File: src/inc/cpds_pkg.sv
// Contract
// - Fifty-hertz mode drops two of ten pulses.
// - Fifty-hertz mode divides 250 down to 25.
// - Three stages give one output per eight.
// - 525-line mode passes every pulse unaltered.
// - Standard-select level chooses mode; high skips.
// - Second stage falling edge fires blanking one-shot.
// - Window lasts about 6 ms, suppressing pulses.
// - Window expiry reopens the pulse path.
// - Second and seventh pulses of ten suppressed.
// - First and sixth passed pulses are truncated.
// - Intervals after first and sixth are doubled.
// - Delay, divider, reset gating same both modes.
// - Skip gate sits before first stage trigger.
// - Frame pulse after coincidence resets divider chain.
// - Armed gate ignores coincidences until next reset.
package cpds_pkg;

	// ==========================================================
	// Timing.
	// ==========================================================
	localparam int unsigned CLK_PERIOD_NS  = 50;
	localparam int unsigned BLANK_TIME_US  = 6000;
	// Blanking window in system clock cycles, rounded down.
	localparam int unsigned BLANK_CYCLES   = (BLANK_TIME_US * 1000) / CLK_PERIOD_NS;

	// ==========================================================
	// Divider chain and output stream.
	// ==========================================================
	localparam int unsigned DIV_STAGES     = 3;
	localparam int unsigned TRIG_STAGE     = 2;
	localparam logic [2:0]  DIV_START      = 3'h7;
	localparam int unsigned SEQ_W          = 8;
	localparam logic [7:0]  SEQ_RESET      = 8'h00;
	localparam int unsigned BUF_DEPTH      = 2;

	// ==========================================================
	// State encodings.
	// ==========================================================
	typedef enum logic [1:0] {
		CPDS_OS_IDLE = 2'b01,
		CPDS_OS_OPEN = 2'b10
	} cpds_os_e;

	typedef enum logic [1:0] {
		CPDS_GT_DISARMED = 2'b01,
		CPDS_GT_ARMED    = 2'b10
	} cpds_gate_e;

endpackage

File: src/design/cpds_oneshot.sv
`timescale 1ns/10ps
`default_nettype none
module cpds_oneshot #(
	parameter int unsigned WINDOW_CYCLES = cpds_pkg::BLANK_CYCLES
) (
	input  wire logic clk_in,
	input  wire logic rst_n_in,
	input  wire logic ce_in,
	input  wire logic enable_in,
	input  wire logic trigger_in,
	output logic      open_out
);

	localparam int unsigned CW = $clog2(WINDOW_CYCLES + 1);

	typedef struct packed {
		cpds_pkg::cpds_os_e st;
		logic [CW-1:0]      cnt;
	} cpds_os_s;

	cpds_os_s s_r;
	cpds_os_s s_nxt;

	// ==========================================================
	// Blanking window timer.
	// ==========================================================
	// A trigger while the window is open is ignored, as in a monostable.
	always_comb begin
		s_nxt = s_r;
		case (s_r.st)
			cpds_pkg::CPDS_OS_IDLE: begin
				if (enable_in && trigger_in) begin
					s_nxt.st  = cpds_pkg::CPDS_OS_OPEN;
					s_nxt.cnt = CW'(WINDOW_CYCLES - 1);
				end
			end
			cpds_pkg::CPDS_OS_OPEN: begin
				if (s_r.cnt == '0) begin
					s_nxt.st = cpds_pkg::CPDS_OS_IDLE;
				end else begin
					s_nxt.cnt = s_r.cnt - 1'b1;
				end
			end
			default: begin
				s_nxt.st  = cpds_pkg::CPDS_OS_IDLE;
				s_nxt.cnt = '0;
			end
		endcase
		// Without the standard-select level the one-shot has no supply.
		if (!enable_in) begin
			s_nxt.st  = cpds_pkg::CPDS_OS_IDLE;
			s_nxt.cnt = '0;
		end
	end

	// State register, frozen while the clock enable is low.
	always_ff @(posedge clk_in or negedge rst_n_in) begin
		if (!rst_n_in) begin
			s_r.st  <= cpds_pkg::CPDS_OS_IDLE;
			s_r.cnt <= '0;
		end else if (ce_in) begin
			s_r <= s_nxt;
		end
	end

	assign open_out = (s_r.st == cpds_pkg::CPDS_OS_OPEN);

endmodule // cpds_oneshot
`default_nettype wire

File: src/design/cpds_pair_buf.sv
`timescale 1ns/10ps
`default_nettype none
module cpds_pair_buf #(
	parameter int unsigned WIDTH = cpds_pkg::SEQ_W,
	parameter int unsigned DEPTH = cpds_pkg::BUF_DEPTH
) (
	input  wire logic             clk_in,
	input  wire logic             rst_n_in,
	input  wire logic             ce_in,
	input  wire logic             in_valid_in,
	output logic                  in_ready_out,
	input  wire logic [WIDTH-1:0] in_data_in,
	output logic                  out_valid_out,
	input  wire logic             out_ready_in,
	output logic      [WIDTH-1:0] out_data_out
);

	localparam int unsigned PW = (DEPTH > 1) ? $clog2(DEPTH) : 1;
	localparam int unsigned NW = $clog2(DEPTH + 1);

	typedef struct packed {
		logic [DEPTH-1:0][WIDTH-1:0] mem;
		logic [PW-1:0]               wptr;
		logic [PW-1:0]               rptr;
		logic [NW-1:0]               fill;
	} cpds_buf_s;

	cpds_buf_s s_r;
	cpds_buf_s s_nxt;
	logic      push;
	logic      pop;

	// ==========================================================
	// Handshakes.
	// ==========================================================
	// Full and empty come straight from the fill count.
	assign in_ready_out  = (s_r.fill != NW'(DEPTH));
	assign out_valid_out = (s_r.fill != '0);
	assign out_data_out  = s_r.mem[s_r.rptr];
	assign push          = in_valid_in && in_ready_out && ce_in;
	assign pop           = out_valid_out && out_ready_in && ce_in;

	// Pointer and storage update; pointers wrap at the depth.
	always_comb begin
		s_nxt = s_r;
		if (push) begin
			s_nxt.mem[s_r.wptr] = in_data_in;
			s_nxt.wptr = (s_r.wptr == PW'(DEPTH - 1)) ? '0 : s_r.wptr + 1'b1;
		end
		if (pop) begin
			s_nxt.rptr = (s_r.rptr == PW'(DEPTH - 1)) ? '0 : s_r.rptr + 1'b1;
		end
		if (push && !pop) begin
			s_nxt.fill = s_r.fill + 1'b1;
		end else if (pop && !push) begin
			s_nxt.fill = s_r.fill - 1'b1;
		end
	end

	// State register.
	always_ff @(posedge clk_in or negedge rst_n_in) begin
		if (!rst_n_in) begin
			s_r <= '0;
		end else if (ce_in) begin
			s_r <= s_nxt;
		end
	end

endmodule // cpds_pair_buf
`default_nettype wire

File: src/design/cpds_top.sv
`timescale 1ns/10ps
`default_nettype none
module cpds_top #(
	parameter int unsigned BLANK_CYCLES = cpds_pkg::BLANK_CYCLES,
	parameter int unsigned SEQ_W        = cpds_pkg::SEQ_W,
	parameter int unsigned BUF_DEPTH    = cpds_pkg::BUF_DEPTH
) (
	input  wire logic             CLK_IN,
	input  wire logic             RST_N_IN,
	input  wire logic             CE_IN,
	input  wire logic             CT_PULSE_IN,
	input  wire logic             STANDARD_SELECT_LEVEL_IN,
	input  wire logic             FRAME_LOCK_MODE_IN,
	input  wire logic             TAPE_FRAME_PULSE_IN,
	input  wire logic             DIV_READY_IN,
	output logic                  GATED_PULSE_OUT,
	output logic                  BLANK_WINDOW_OUT,
	output logic      [2:0]       DIV_STAGE_OUT,
	output logic                  DIV8_OUT,
	output logic                  RESET_PULSE_OUT,
	output logic                  GATE_MATRIX_PROBE_OUT,
	output logic                  DIV_VALID_OUT,
	output logic      [SEQ_W-1:0] DIV_SEQ_OUT
);

	localparam int unsigned NS = cpds_pkg::DIV_STAGES;

	// All state of the block outside the one-shot and the buffer in one record.
	typedef struct packed {
		logic [NS-1:0]         div;
		logic                  gated_d;
		logic                  gated_q;
		logic                  frame_d;
		logic                  coin_d;
		logic                  reset_q;
		cpds_pkg::cpds_gate_e  gate;
		logic [SEQ_W-1:0]      seq;
	} cpds_top_s;

	cpds_top_s   s_r;
	cpds_top_s   s_nxt;

	logic        skip_en;
	logic        blank;
	logic        gated;
	logic        gated_rise;
	logic        buf_ready;
	logic        advance;
	logic [NS:0] tog;
	logic        trigger;
	logic        wrap;
	logic        coin;
	logic        coin_rise;
	logic        frame_rise;
	logic        reset_pulse;
	logic        push;

	// ==========================================================
	// Mode select.
	// ==========================================================
	// A high standard-select level enables pulse skipping; low keeps
	// the divider running as a plain eight-way chain.
	assign skip_en = STANDARD_SELECT_LEVEL_IN;

	// ==========================================================
	// Pulse-skip gate.
	// ==========================================================
	// The gate sits between the delayed control-track pulse and the
	// first stage; while the blanking window is open the pulse is
	// clamped away. Because the window opens the cycle after the
	// counter advanced, a passed pulse that fires the one-shot is cut
	// short right after its leading edge.
	assign gated      = CT_PULSE_IN && !blank;
	assign gated_rise = gated && !s_r.gated_d;

	// The first stage advances on the leading edge of a passed pulse.
	// While the output buffer is full the edge is not taken, so no
	// divided event is ever dropped; the chain simply stalls.
	assign advance = gated_rise && buf_ready && !reset_pulse;

	// ==========================================================
	// Divider chain.
	// ==========================================================
	// Each stage toggles when the stage below it falls; tog[i] marks
	// that stage i toggles this cycle, and tog[NS] is the carry out
	// of the last stage, i.e. the end of an eight-pulse count.
	assign tog[0] = advance;
	genvar gi;
	generate
		for (gi = 1; gi <= NS; gi++) begin : g_stage
			assign tog[gi] = tog[gi-1] && s_r.div[gi-1];
		end
	endgenerate

	// The second stage falls at the start of each four-pulse half,
	// which in fifty-hertz mode fires the blanking one-shot. The
	// window then swallows the next pulse, so the second and seventh
	// pulses of every ten vanish and two intervals stretch to two
	// control-track periods.
	assign trigger = tog[cpds_pkg::TRIG_STAGE] && skip_en;

	// One divided output per eight passed pulses: ten inputs in
	// fifty-hertz mode, so 250 per second in gives 25 out.
	assign wrap = tog[NS];

	// ==========================================================
	// Blanking one-shot.
	// ==========================================================
	cpds_oneshot #(
		.WINDOW_CYCLES (BLANK_CYCLES)
	) u_oneshot (
		.clk_in     (CLK_IN),
		.rst_n_in   (RST_N_IN),
		.ce_in      (CE_IN),
		.enable_in  (skip_en),
		.trigger_in (trigger),
		.open_out   (blank)
	);

	// ==========================================================
	// Reset pulse gating.
	// ==========================================================
	// Coincidence is all stages at their final level together. Its
	// leading edge arms the frame gate; a tape frame pulse seen while
	// armed in frame-locked mode yields a one-cycle reset that puts
	// the chain back in its start state and disarms the gate.
	assign coin        = &s_r.div;
	assign coin_rise   = coin && !s_r.coin_d;
	assign frame_rise  = TAPE_FRAME_PULSE_IN && !s_r.frame_d;
	assign reset_pulse = FRAME_LOCK_MODE_IN && frame_rise &&
	                     (s_r.gate == cpds_pkg::CPDS_GT_ARMED);

	// A divided event goes into the buffer at each count wrap.
	assign push = wrap;

	// ==========================================================
	// Next-state logic.
	// ==========================================================
	// Edge trackers, the divider, the gate latch and the sequence tag.
	always_comb begin
		s_nxt         = s_r;
		s_nxt.gated_d = gated;
		s_nxt.gated_q = gated;
		s_nxt.frame_d = TAPE_FRAME_PULSE_IN;
		s_nxt.coin_d  = coin;
		s_nxt.reset_q = reset_pulse;
		s_nxt.div     = s_r.div ^ tog[NS-1:0];
		if (push) begin
			s_nxt.seq = s_r.seq + 1'b1;
		end
		case (s_r.gate)
			cpds_pkg::CPDS_GT_DISARMED: begin
				if (coin_rise) begin
					s_nxt.gate = cpds_pkg::CPDS_GT_ARMED;
				end
			end
			cpds_pkg::CPDS_GT_ARMED: begin
				// Further coincidences leave the latch as it is.
				s_nxt.gate = cpds_pkg::CPDS_GT_ARMED;
			end
			default: begin
				s_nxt.gate = cpds_pkg::CPDS_GT_DISARMED;
			end
		endcase
		// The reset overrides both the count and the coincidence it
		// creates; the coincidence edge is masked for that reason.
		if (reset_pulse) begin
			s_nxt.div    = cpds_pkg::DIV_START;
			s_nxt.gate   = cpds_pkg::CPDS_GT_DISARMED;
			s_nxt.coin_d = 1'b1;
		end
	end

	// State register, frozen while the clock enable is low.
	always_ff @(posedge CLK_IN or negedge RST_N_IN) begin
		if (!RST_N_IN) begin
			s_r.div     <= cpds_pkg::DIV_START;
			s_r.gated_d <= 1'b0;
			s_r.gated_q <= 1'b0;
			s_r.frame_d <= 1'b0;
			s_r.coin_d  <= 1'b1;
			s_r.reset_q <= 1'b0;
			s_r.gate    <= cpds_pkg::CPDS_GT_DISARMED;
			s_r.seq     <= cpds_pkg::SEQ_RESET;
		end else if (CE_IN) begin
			s_r <= s_nxt;
		end
	end

	// ==========================================================
	// Divided-event buffer.
	// ==========================================================
	// Two entries hold wrap tags so that a slow receiver loses none.
	cpds_pair_buf #(
		.WIDTH (SEQ_W),
		.DEPTH (BUF_DEPTH)
	) u_buf (
		.clk_in        (CLK_IN),
		.rst_n_in      (RST_N_IN),
		.ce_in         (CE_IN),
		.in_valid_in   (push),
		.in_ready_out  (buf_ready),
		.in_data_in    (s_r.seq),
		.out_valid_out (DIV_VALID_OUT),
		.out_ready_in  (DIV_READY_IN),
		.out_data_out  (DIV_SEQ_OUT)
	);

	// ==========================================================
	// Outputs.
	// ==========================================================
	// The probe shows the armed latch and the reset pulse added.
	assign GATED_PULSE_OUT       = s_r.gated_q;
	assign BLANK_WINDOW_OUT      = blank;
	assign DIV_STAGE_OUT         = s_r.div;
	assign DIV8_OUT              = s_r.div[NS-1]; // Falls once per count.
	assign RESET_PULSE_OUT       = s_r.reset_q;
	assign GATE_MATRIX_PROBE_OUT = (s_r.gate == cpds_pkg::CPDS_GT_ARMED) || s_r.reset_q;

endmodule // cpds_top
`default_nettype wire

File: config.mk
export PLATFORM = sky130hd
export DESIGN_NAME = cpds_top
export DESIGN_NICKNAME = d
export VERILOG_FILES = /design/src/inc/cpds_pkg.sv /design/src/design/cpds_oneshot.sv /design/src/design/cpds_pair_buf.sv /design/src/design/cpds_top.sv
export SDC_FILE = /design/constraint.sdc
export NUM_CORES = 1
export LEC_CHECK = 0
export BUFFER_PORTS_ARGS = -buffer_cell sky130_fd_sc_hd__buf_2
export CORE_MARGIN = 3
export CORE_UTILIZATION = 35
export CTS_CLUSTER_SIZE = 10
export DETAILED_ROUTE_END_ITERATION = 12
export SLEW_MARGIN = 20
export SYNTH_ARGS = -nofsm -noshare
export SYNTH_HDL_FRONTEND = slang
export SYNTH_SLANG_ARGS = --single-unit
File: constraint.sdc
create_clock -name CLK_IN -period 3.5 [get_ports CLK_IN]
set_input_delay 0.35 -clock CLK_IN [delete_from_list [all_inputs] [get_ports CLK_IN]]
set_output_delay 0.35 -clock CLK_IN [all_outputs]
set_load 0.005 [all_outputs]
; Yosys cells after proc, flatten, opt, wreduce, memory -nomap -nowiden
; Cells that the tools add are included.
[word_totals]
out_inout_bits = 17
ff_bits = 56
wordCells = 91
inputBits = 8
[classes]
n_reduce_logical = 39
n_mux = 19
magnitude_cmp = 3
addsub = 6
n_eq_ne = 9
bitwise = 1
[ops]
columns = operator, count
row1 = $mux 19, 2
row2 = $pmux 19 s2, 1
row3 = $mux 8, 3
row4 = $logic_and 1x1->1, 20
row5 = $logic_not 17->1, 1
row6 = $mux 17, 1
row7 = $sub 17x1->17 const B, 1
row8 = $bwmux 16, 1
row9 = $mux 2, 5
row10 = $reduce_and 2->1, 5
row11 = $reduce_and 3->1, 3
row12 = $add 8x1->8 const B, 1
row13 = $demux 8 s1, 1
row14 = $logic_not 1->1, 7
row15 = $ne 3x2->1 const B, 2
row16 = $ne 3x3->1 const B, 2
row17 = $eq 2x1->1 const B, 2
row18 = $eq 2x2->1 const B, 2
row19 = $lt 1x2->1 const B, 2
row20 = $pmux 2 s2, 1
row21 = $reduce_bool 2->1, 2
row22 = $mux 1, 3
row23 = $mux 3, 1
row24 = $xor 3x3->3, 1
row25 = other kinds (6), 7

; Depth between registers and ports, before layout
[depth]
ltp_word = 15
ltp_mapped = 15
ltp_nobuf = 14

; Cells and area by module
; A second synthesis with hierarchy kept.
[hier_totals]
hier_cells = 289
area_unflattened_um2 = 3075.4
[modules_own_cells]
columns = module, n_inst, seq_area_each_um2, cells_each, area_each_um2
row1 = cpds_oneshot, 1, 476.7, 149, 1241.2
row2 = cpds_pair_buf, 1, 500.5, 60, 947.2
row3 = cpds_top, 1, 431.7, 80, 887.1

; Worst setup path after synthesis
; Ideal clock, no wire load.
[synth_path]
path_type = register to register
startpoint = register u_oneshot.s_r[17] (netlist bit)
endpoint = register u_buf.s_r[10] (netlist bit)
arrival_time_ns = 3.001
synth_period_minus_slack_ns = 3.126
setup_ns = 0.125
path_slack_ns = 0.374
n_path_buf = 1
stages_incl_launch_ff = 13
required_time_ns = 3.375
cell_sequence = dfstp_2 > inv_1 > ha_1 > clkbuf_1 > inv_1 > nand2_1 > nor4_1 > ha_1 > ha_1 > ha_1 > nand2_1 > nor3_1 > mux2_2
[synth_via]
elab_chain_cells = 12
[synth_rtl]
columns = item, line
row1 = "start, declared", cpds_oneshot.sv:21  ; cpds_os_s s_r;
row2 = "start signal, assigned", cpds_oneshot.sv:62  ; s_r <= s_nxt;
row3 = $eq 2x2->1, cpds_oneshot.sv:66  ; assign open_out = (s_r.st == cpds_pkg::CPDS_OS_OPEN);
row4 = net BLANK_WINDOW_OUT, cpds_top.sv:17  ; output logic BLANK_WINDOW_OUT,
row5 = $logic_not 1->1, cpds_top.sv:73  ; assign gated = CT_PULSE_IN && !blank;
row6 = $logic_and 1x1->1, cpds_top.sv:73
row7 = $logic_and 1x1->1, cpds_top.sv:74  ; assign gated_rise = gated && !s_r.gated_d;
row8 = $logic_and 1x1->1 (2 in series), cpds_top.sv:79  ; assign advance = gated_rise && buf_ready && !reset_pulse;
row9 = $logic_and 1x1->1 (3 in series), cpds_top.sv:91  ; assign tog[gi] = tog[gi-1] && s_r.div[gi-1];
row10 = $logic_and 1x1->1 (2 in series), cpds_pair_buf.sv:40  ; assign push = in_valid_in && in_ready_out && ce_in;
row11 = $reduce_and 2->1 (no line), --
row12 = "end signal, assigned", cpds_pair_buf.sv:65  ; s_r <= s_nxt;
row13 = "end, declared", cpds_pair_buf.sv:28  ; cpds_buf_s s_r;
; The timed path passes the listed nets, and every way through them passes these cells.
; A chain may end at the register's enable or synchronous reset.

; Final worst setup path
[layout_path]
startpoint = register s_r[8] (netlist bit)
endpoint = register u_buf.s_r[1] (netlist bit)
[layout_via]
elab_chain_cells = 13
word_cells_on_any_way = 15
classes_between = 1 x eq/ne / 1 x mux / 13 x reduce/logical
[layout_rtl]
columns = item, line
row1 = "start, declared", cpds_top.sv:40  ; cpds_top_s s_r;
row2 = "start signal, assigned", cpds_top.sv:186  ; s_r <= s_nxt;
row3 = $eq 2x2->1 *, cpds_top.sv:131  ; (s_r.gate == cpds_pkg::CPDS_GT_ARMED);
row4 = $logic_and 1x1->1 *, cpds_top.sv:130  ; assign reset_pulse = FRAME_LOCK_MODE_IN && frame_rise &&
row5 = $logic_not 1->1 *, cpds_top.sv:79
row6 = $logic_and 1x1->1 *, cpds_top.sv:79
row7 = $logic_and 1x1->1 * (3 in series), cpds_top.sv:91
row8 = $logic_and 1x1->1 * (2 in series), cpds_pair_buf.sv:40
row9 = $logic_not 1->1, cpds_pair_buf.sv:55  ; end else if (pop && !push) begin
row10 = $logic_and 1x1->1, cpds_pair_buf.sv:55
row11 = $reduce_bool 2->1 (no line), --
row12 = $reduce_and 2->1 (no line), --
; Every way passes the cells marked *; elsewhere a longest branch is shown, timed or not.

==> flow_summary.toml <==
[floorplan]
start_util_pct = 36.7
floorplan.die_area_mm2 = 0.00990
fp-row-count = 33
io_pins = 25
fp.dieW_um = 99.5
die_h_um = 99.5
coreArea_mm2 = 0.00834

[drt]
drc = 0
via_per_inst = 5.42
first_pass_iters = 5
drt_first_iter_violations = 108
vias = 2273
avgRoutedWirePerCell_um = 15.5
routed_wl_um = 6480
postRouteAntennaNets = 0

[synthesis]
synth_fp_nets = 312
yosysSeqAreaShare_pct = 46.0
synth.area.top_cells = "dfrtp_1, mux2_2, dfstp_2"
postSynthAreaPerCell_um2 = 10.4
synthArstFlopShare_pct = 100
synth_top_area_share_pct = 40.9
synth_area_mm2 = 0.00306
synth-edff-count = 0
yosys.area.top_type = "dfrtp_1"
ys.flop_type = "dfrtp_1"
ys_ff_latch = 56
syn_inst = 293
synth_warnings = 0
ys_types = 56

[worst_setup_path]
arrival_ns = 3.35
critPathKind = "reg2reg"
crit_path_start_kind = "register"
cp_max_fo = 8
crit_path_end_kind = "register"
cp_data_required_time_ns = 3.74
r2r_slack_ns = 0.40
r2r_cells = 13

[cts]
clk-insertion-delay-late_ns = 0.32
cts.repair.resized = 0
htreeDepth = 2
cts_tree = "done"
cts_buffers = 5
cts.sinks = 56
clk_path_buf_depth = 2
post_cts_buffers = 0
cts_hold_buf = 0
path_clk_slew_ns = 0.10
root_buffer = "clkbuf_8"

[global_route]
overflow = 0
grt_max_degree = 39
grt_pass1_vias = 2164
grt_first_pass_wirelength_um = 10900
grtUsageTotal_pct = 13.6
antenna_found_initial = 0

[place]
io_buffers = 24
dp.cells = 411
gp_congestion = 0.858
post-place-ws_ns = 0.411
dpl.hpwl_um = 4590
place_area_mm2 = 0.00328

[cells_and_area]
fin_area_mm2 = 0.00337
fin_nets = 332
areaGrowthSynthToFinish_pct = 10.2
fin_cells = 419
fill_cells = 810
mostFrequentLayoutCells = "dfrtp_1, mux2_2, buf_2, nor2_1, o21ai_0"
drive_gt1_share_pct = 25.8
antenna_cells = 0
final_common_cell = "dfrtp_1"

[timing]
finalSetupTns_ns = 0
final.period_utilization_pct = 88.6
rsz0062_at_grt = "false"
clock.fmax_mhz = 322
slew_violations = 0
setup_slack_ns = 0.398
setup_viol = 0
relSlewSlack_pct = 42.9
clock_skew_ns = 0.00547
hold_viol_final = 0
worst_pin_slew_ns = 0.857
min_period_ns = 3.10

[power]
p_switching_mw = 0.968
powerDensity_mw_per_mm2 = 706
leakage_nw = 1.56
intPower_mw = 1.41
combPwrFrac_pct = 42.8
pwr-share-seq_pct = 41.4
irDropWorstVdd_mv = 0.343
total_power_mw = 2.38
p_clk_share_pct = 15.8
netSwitchingFraction_pct = 40.7

[run_status]
status = "complete, no violations"

[flow_run]
maxCapViolCount = 0

[min_path]
holdCritPathClass = "in2async"
[through the flow]
step | hold slack (ns) | utilization [%]
6_report | 0.135 | 40.4
5_1_grt | 0.201 | 40.4
4_1_cts | 0.169 | 40.4
3_5_place_dp | 0.479 | 39.3
3_3_place_gp | 0.470 | 39.3
2_1_floorplan | 0.0544 | -
[critical path, stage by stage, from the launching register on]
cell      delay, ns
dfstp_2        0.55
inv_1          0.06
ha_1           0.20
and4b_1        0.29
nor4_1         0.30
ha_1           0.20
ha_1           0.18
ha_1           0.20
nand2_1        0.12
nor2_1         0.22
ha_1           0.26
nand2b_1       0.17
nor2_1         0.15
xor2_1         0.15
[final cells by class]
| type | count | area, um2 | area share (%) |
|---|---|---|---|
| Timing Repair Buffer | 31 | 173 | 5.12 |
| Multi-Input combinational cell | 207 | 1520 | 45.0 |
| Sequential cell | 56 | 1410 | 41.8 |
| Clock inverter | 3 | 27.5 | 0.816 |
| Inverter | 12 | 45.0 | 1.34 |
| Clock buffer | 5 | 68.8 | 2.04 |
| Tap cell | 105 | 131 | 3.90 |
[registers in the layout, summed over array words and instances, names as in the netlist]
signal / flops
u_buf.s_r: 20
RESET_PULSE_OUT: 1
s_r: 12
DIV_STAGE_OUT: 3
u_oneshot.s_r: 19
GATED_PULSE_OUT: 1
[power by group through the flow]
stage | sequential [mW] | clock, mW | combinational (mW)
4_1_cts | 0.985 | 0.392 | 1.02
3_5_place_dp | 0.994 | 0 | 1.01
5_1_grt | 1.01 | 0.416 | 1.13
6_report | 0.986 | 0.377 | 1.02
3_3_place_gp | 0.994 | 0 | 1.00
2_1_floorplan | 0.934 | 0 | 0.798
[synth_stat cells (4+ instances only)]
master and count:
a21oi_1 12, a31oi_1 8, clkbuf_1 9, dfrtp_1 50
dfstp_2 6, ha_1 11, inv_1 12, mux2_2 27
nand2_1 14, nand3_1 8, nor2_1 22, nor3_1 6
nor4_1 5, o211ai_1 6, o21ai_0 15, o22ai_1 4
o2bb2ai_1 6, or4_1 4, xnor2_1 6, xor2_1 6
[metal layers]
metal	share of wire (%)	wire, um	vias to the layer above	track usage [%]
li1	-	-	1117	-
met1	48	3090	1079	19.3
met2	46	2990	67	21.1
met3	5.0	322	10	2.52
met4	1.2	76	0	3.89
met5	0	0	-	0
[final timing paths]
| check | startpoint | end |
|---|---|---|
| setup / recovery | s_r[8]$_DFFE_PN1P_ | u_buf.s_r[1]$_DFFE_PN0P_ |
| hold / removal | RST_N_IN | s_r[9]$_DFFE_PN0P_ |
| setup reg to reg | s_r[8]$_DFFE_PN1P_ | u_buf.s_r[1]$_DFFE_PN0P_ |
| hold reg to reg | u_buf.s_r[1]$_DFFE_PN0P_ | u_buf.s_r[1]$_DFFE_PN0P_ |
| max in group asynchronous | RST_N_IN | u_buf.s_r[6]$_DFFE_PN0P_ |
| min in group CLK_IN | TAPE_FRAME_PULSE_IN | s_r[12]$_DFFE_PN0P_ |
[logic make-up (layout without fill, tap and decap cells)]
group | Yosys count | after routing | synth area share [%]
buffers and inverters | 30 | 51 | 4.37
muxes | 29 | 29 | 10.6
DFF | 56 | 56 | 46.0
AOI/OAI and AO/OA | 74 | 74 | 16.7
adders and majority gates | 11 | 11 | 4.50
and+or+nand+nor | 81 | 81 | 14.4
xor gates and xnor gates | 12 | 12 | 3.43
No activity file was read; power rests on OpenSTA's default activity.
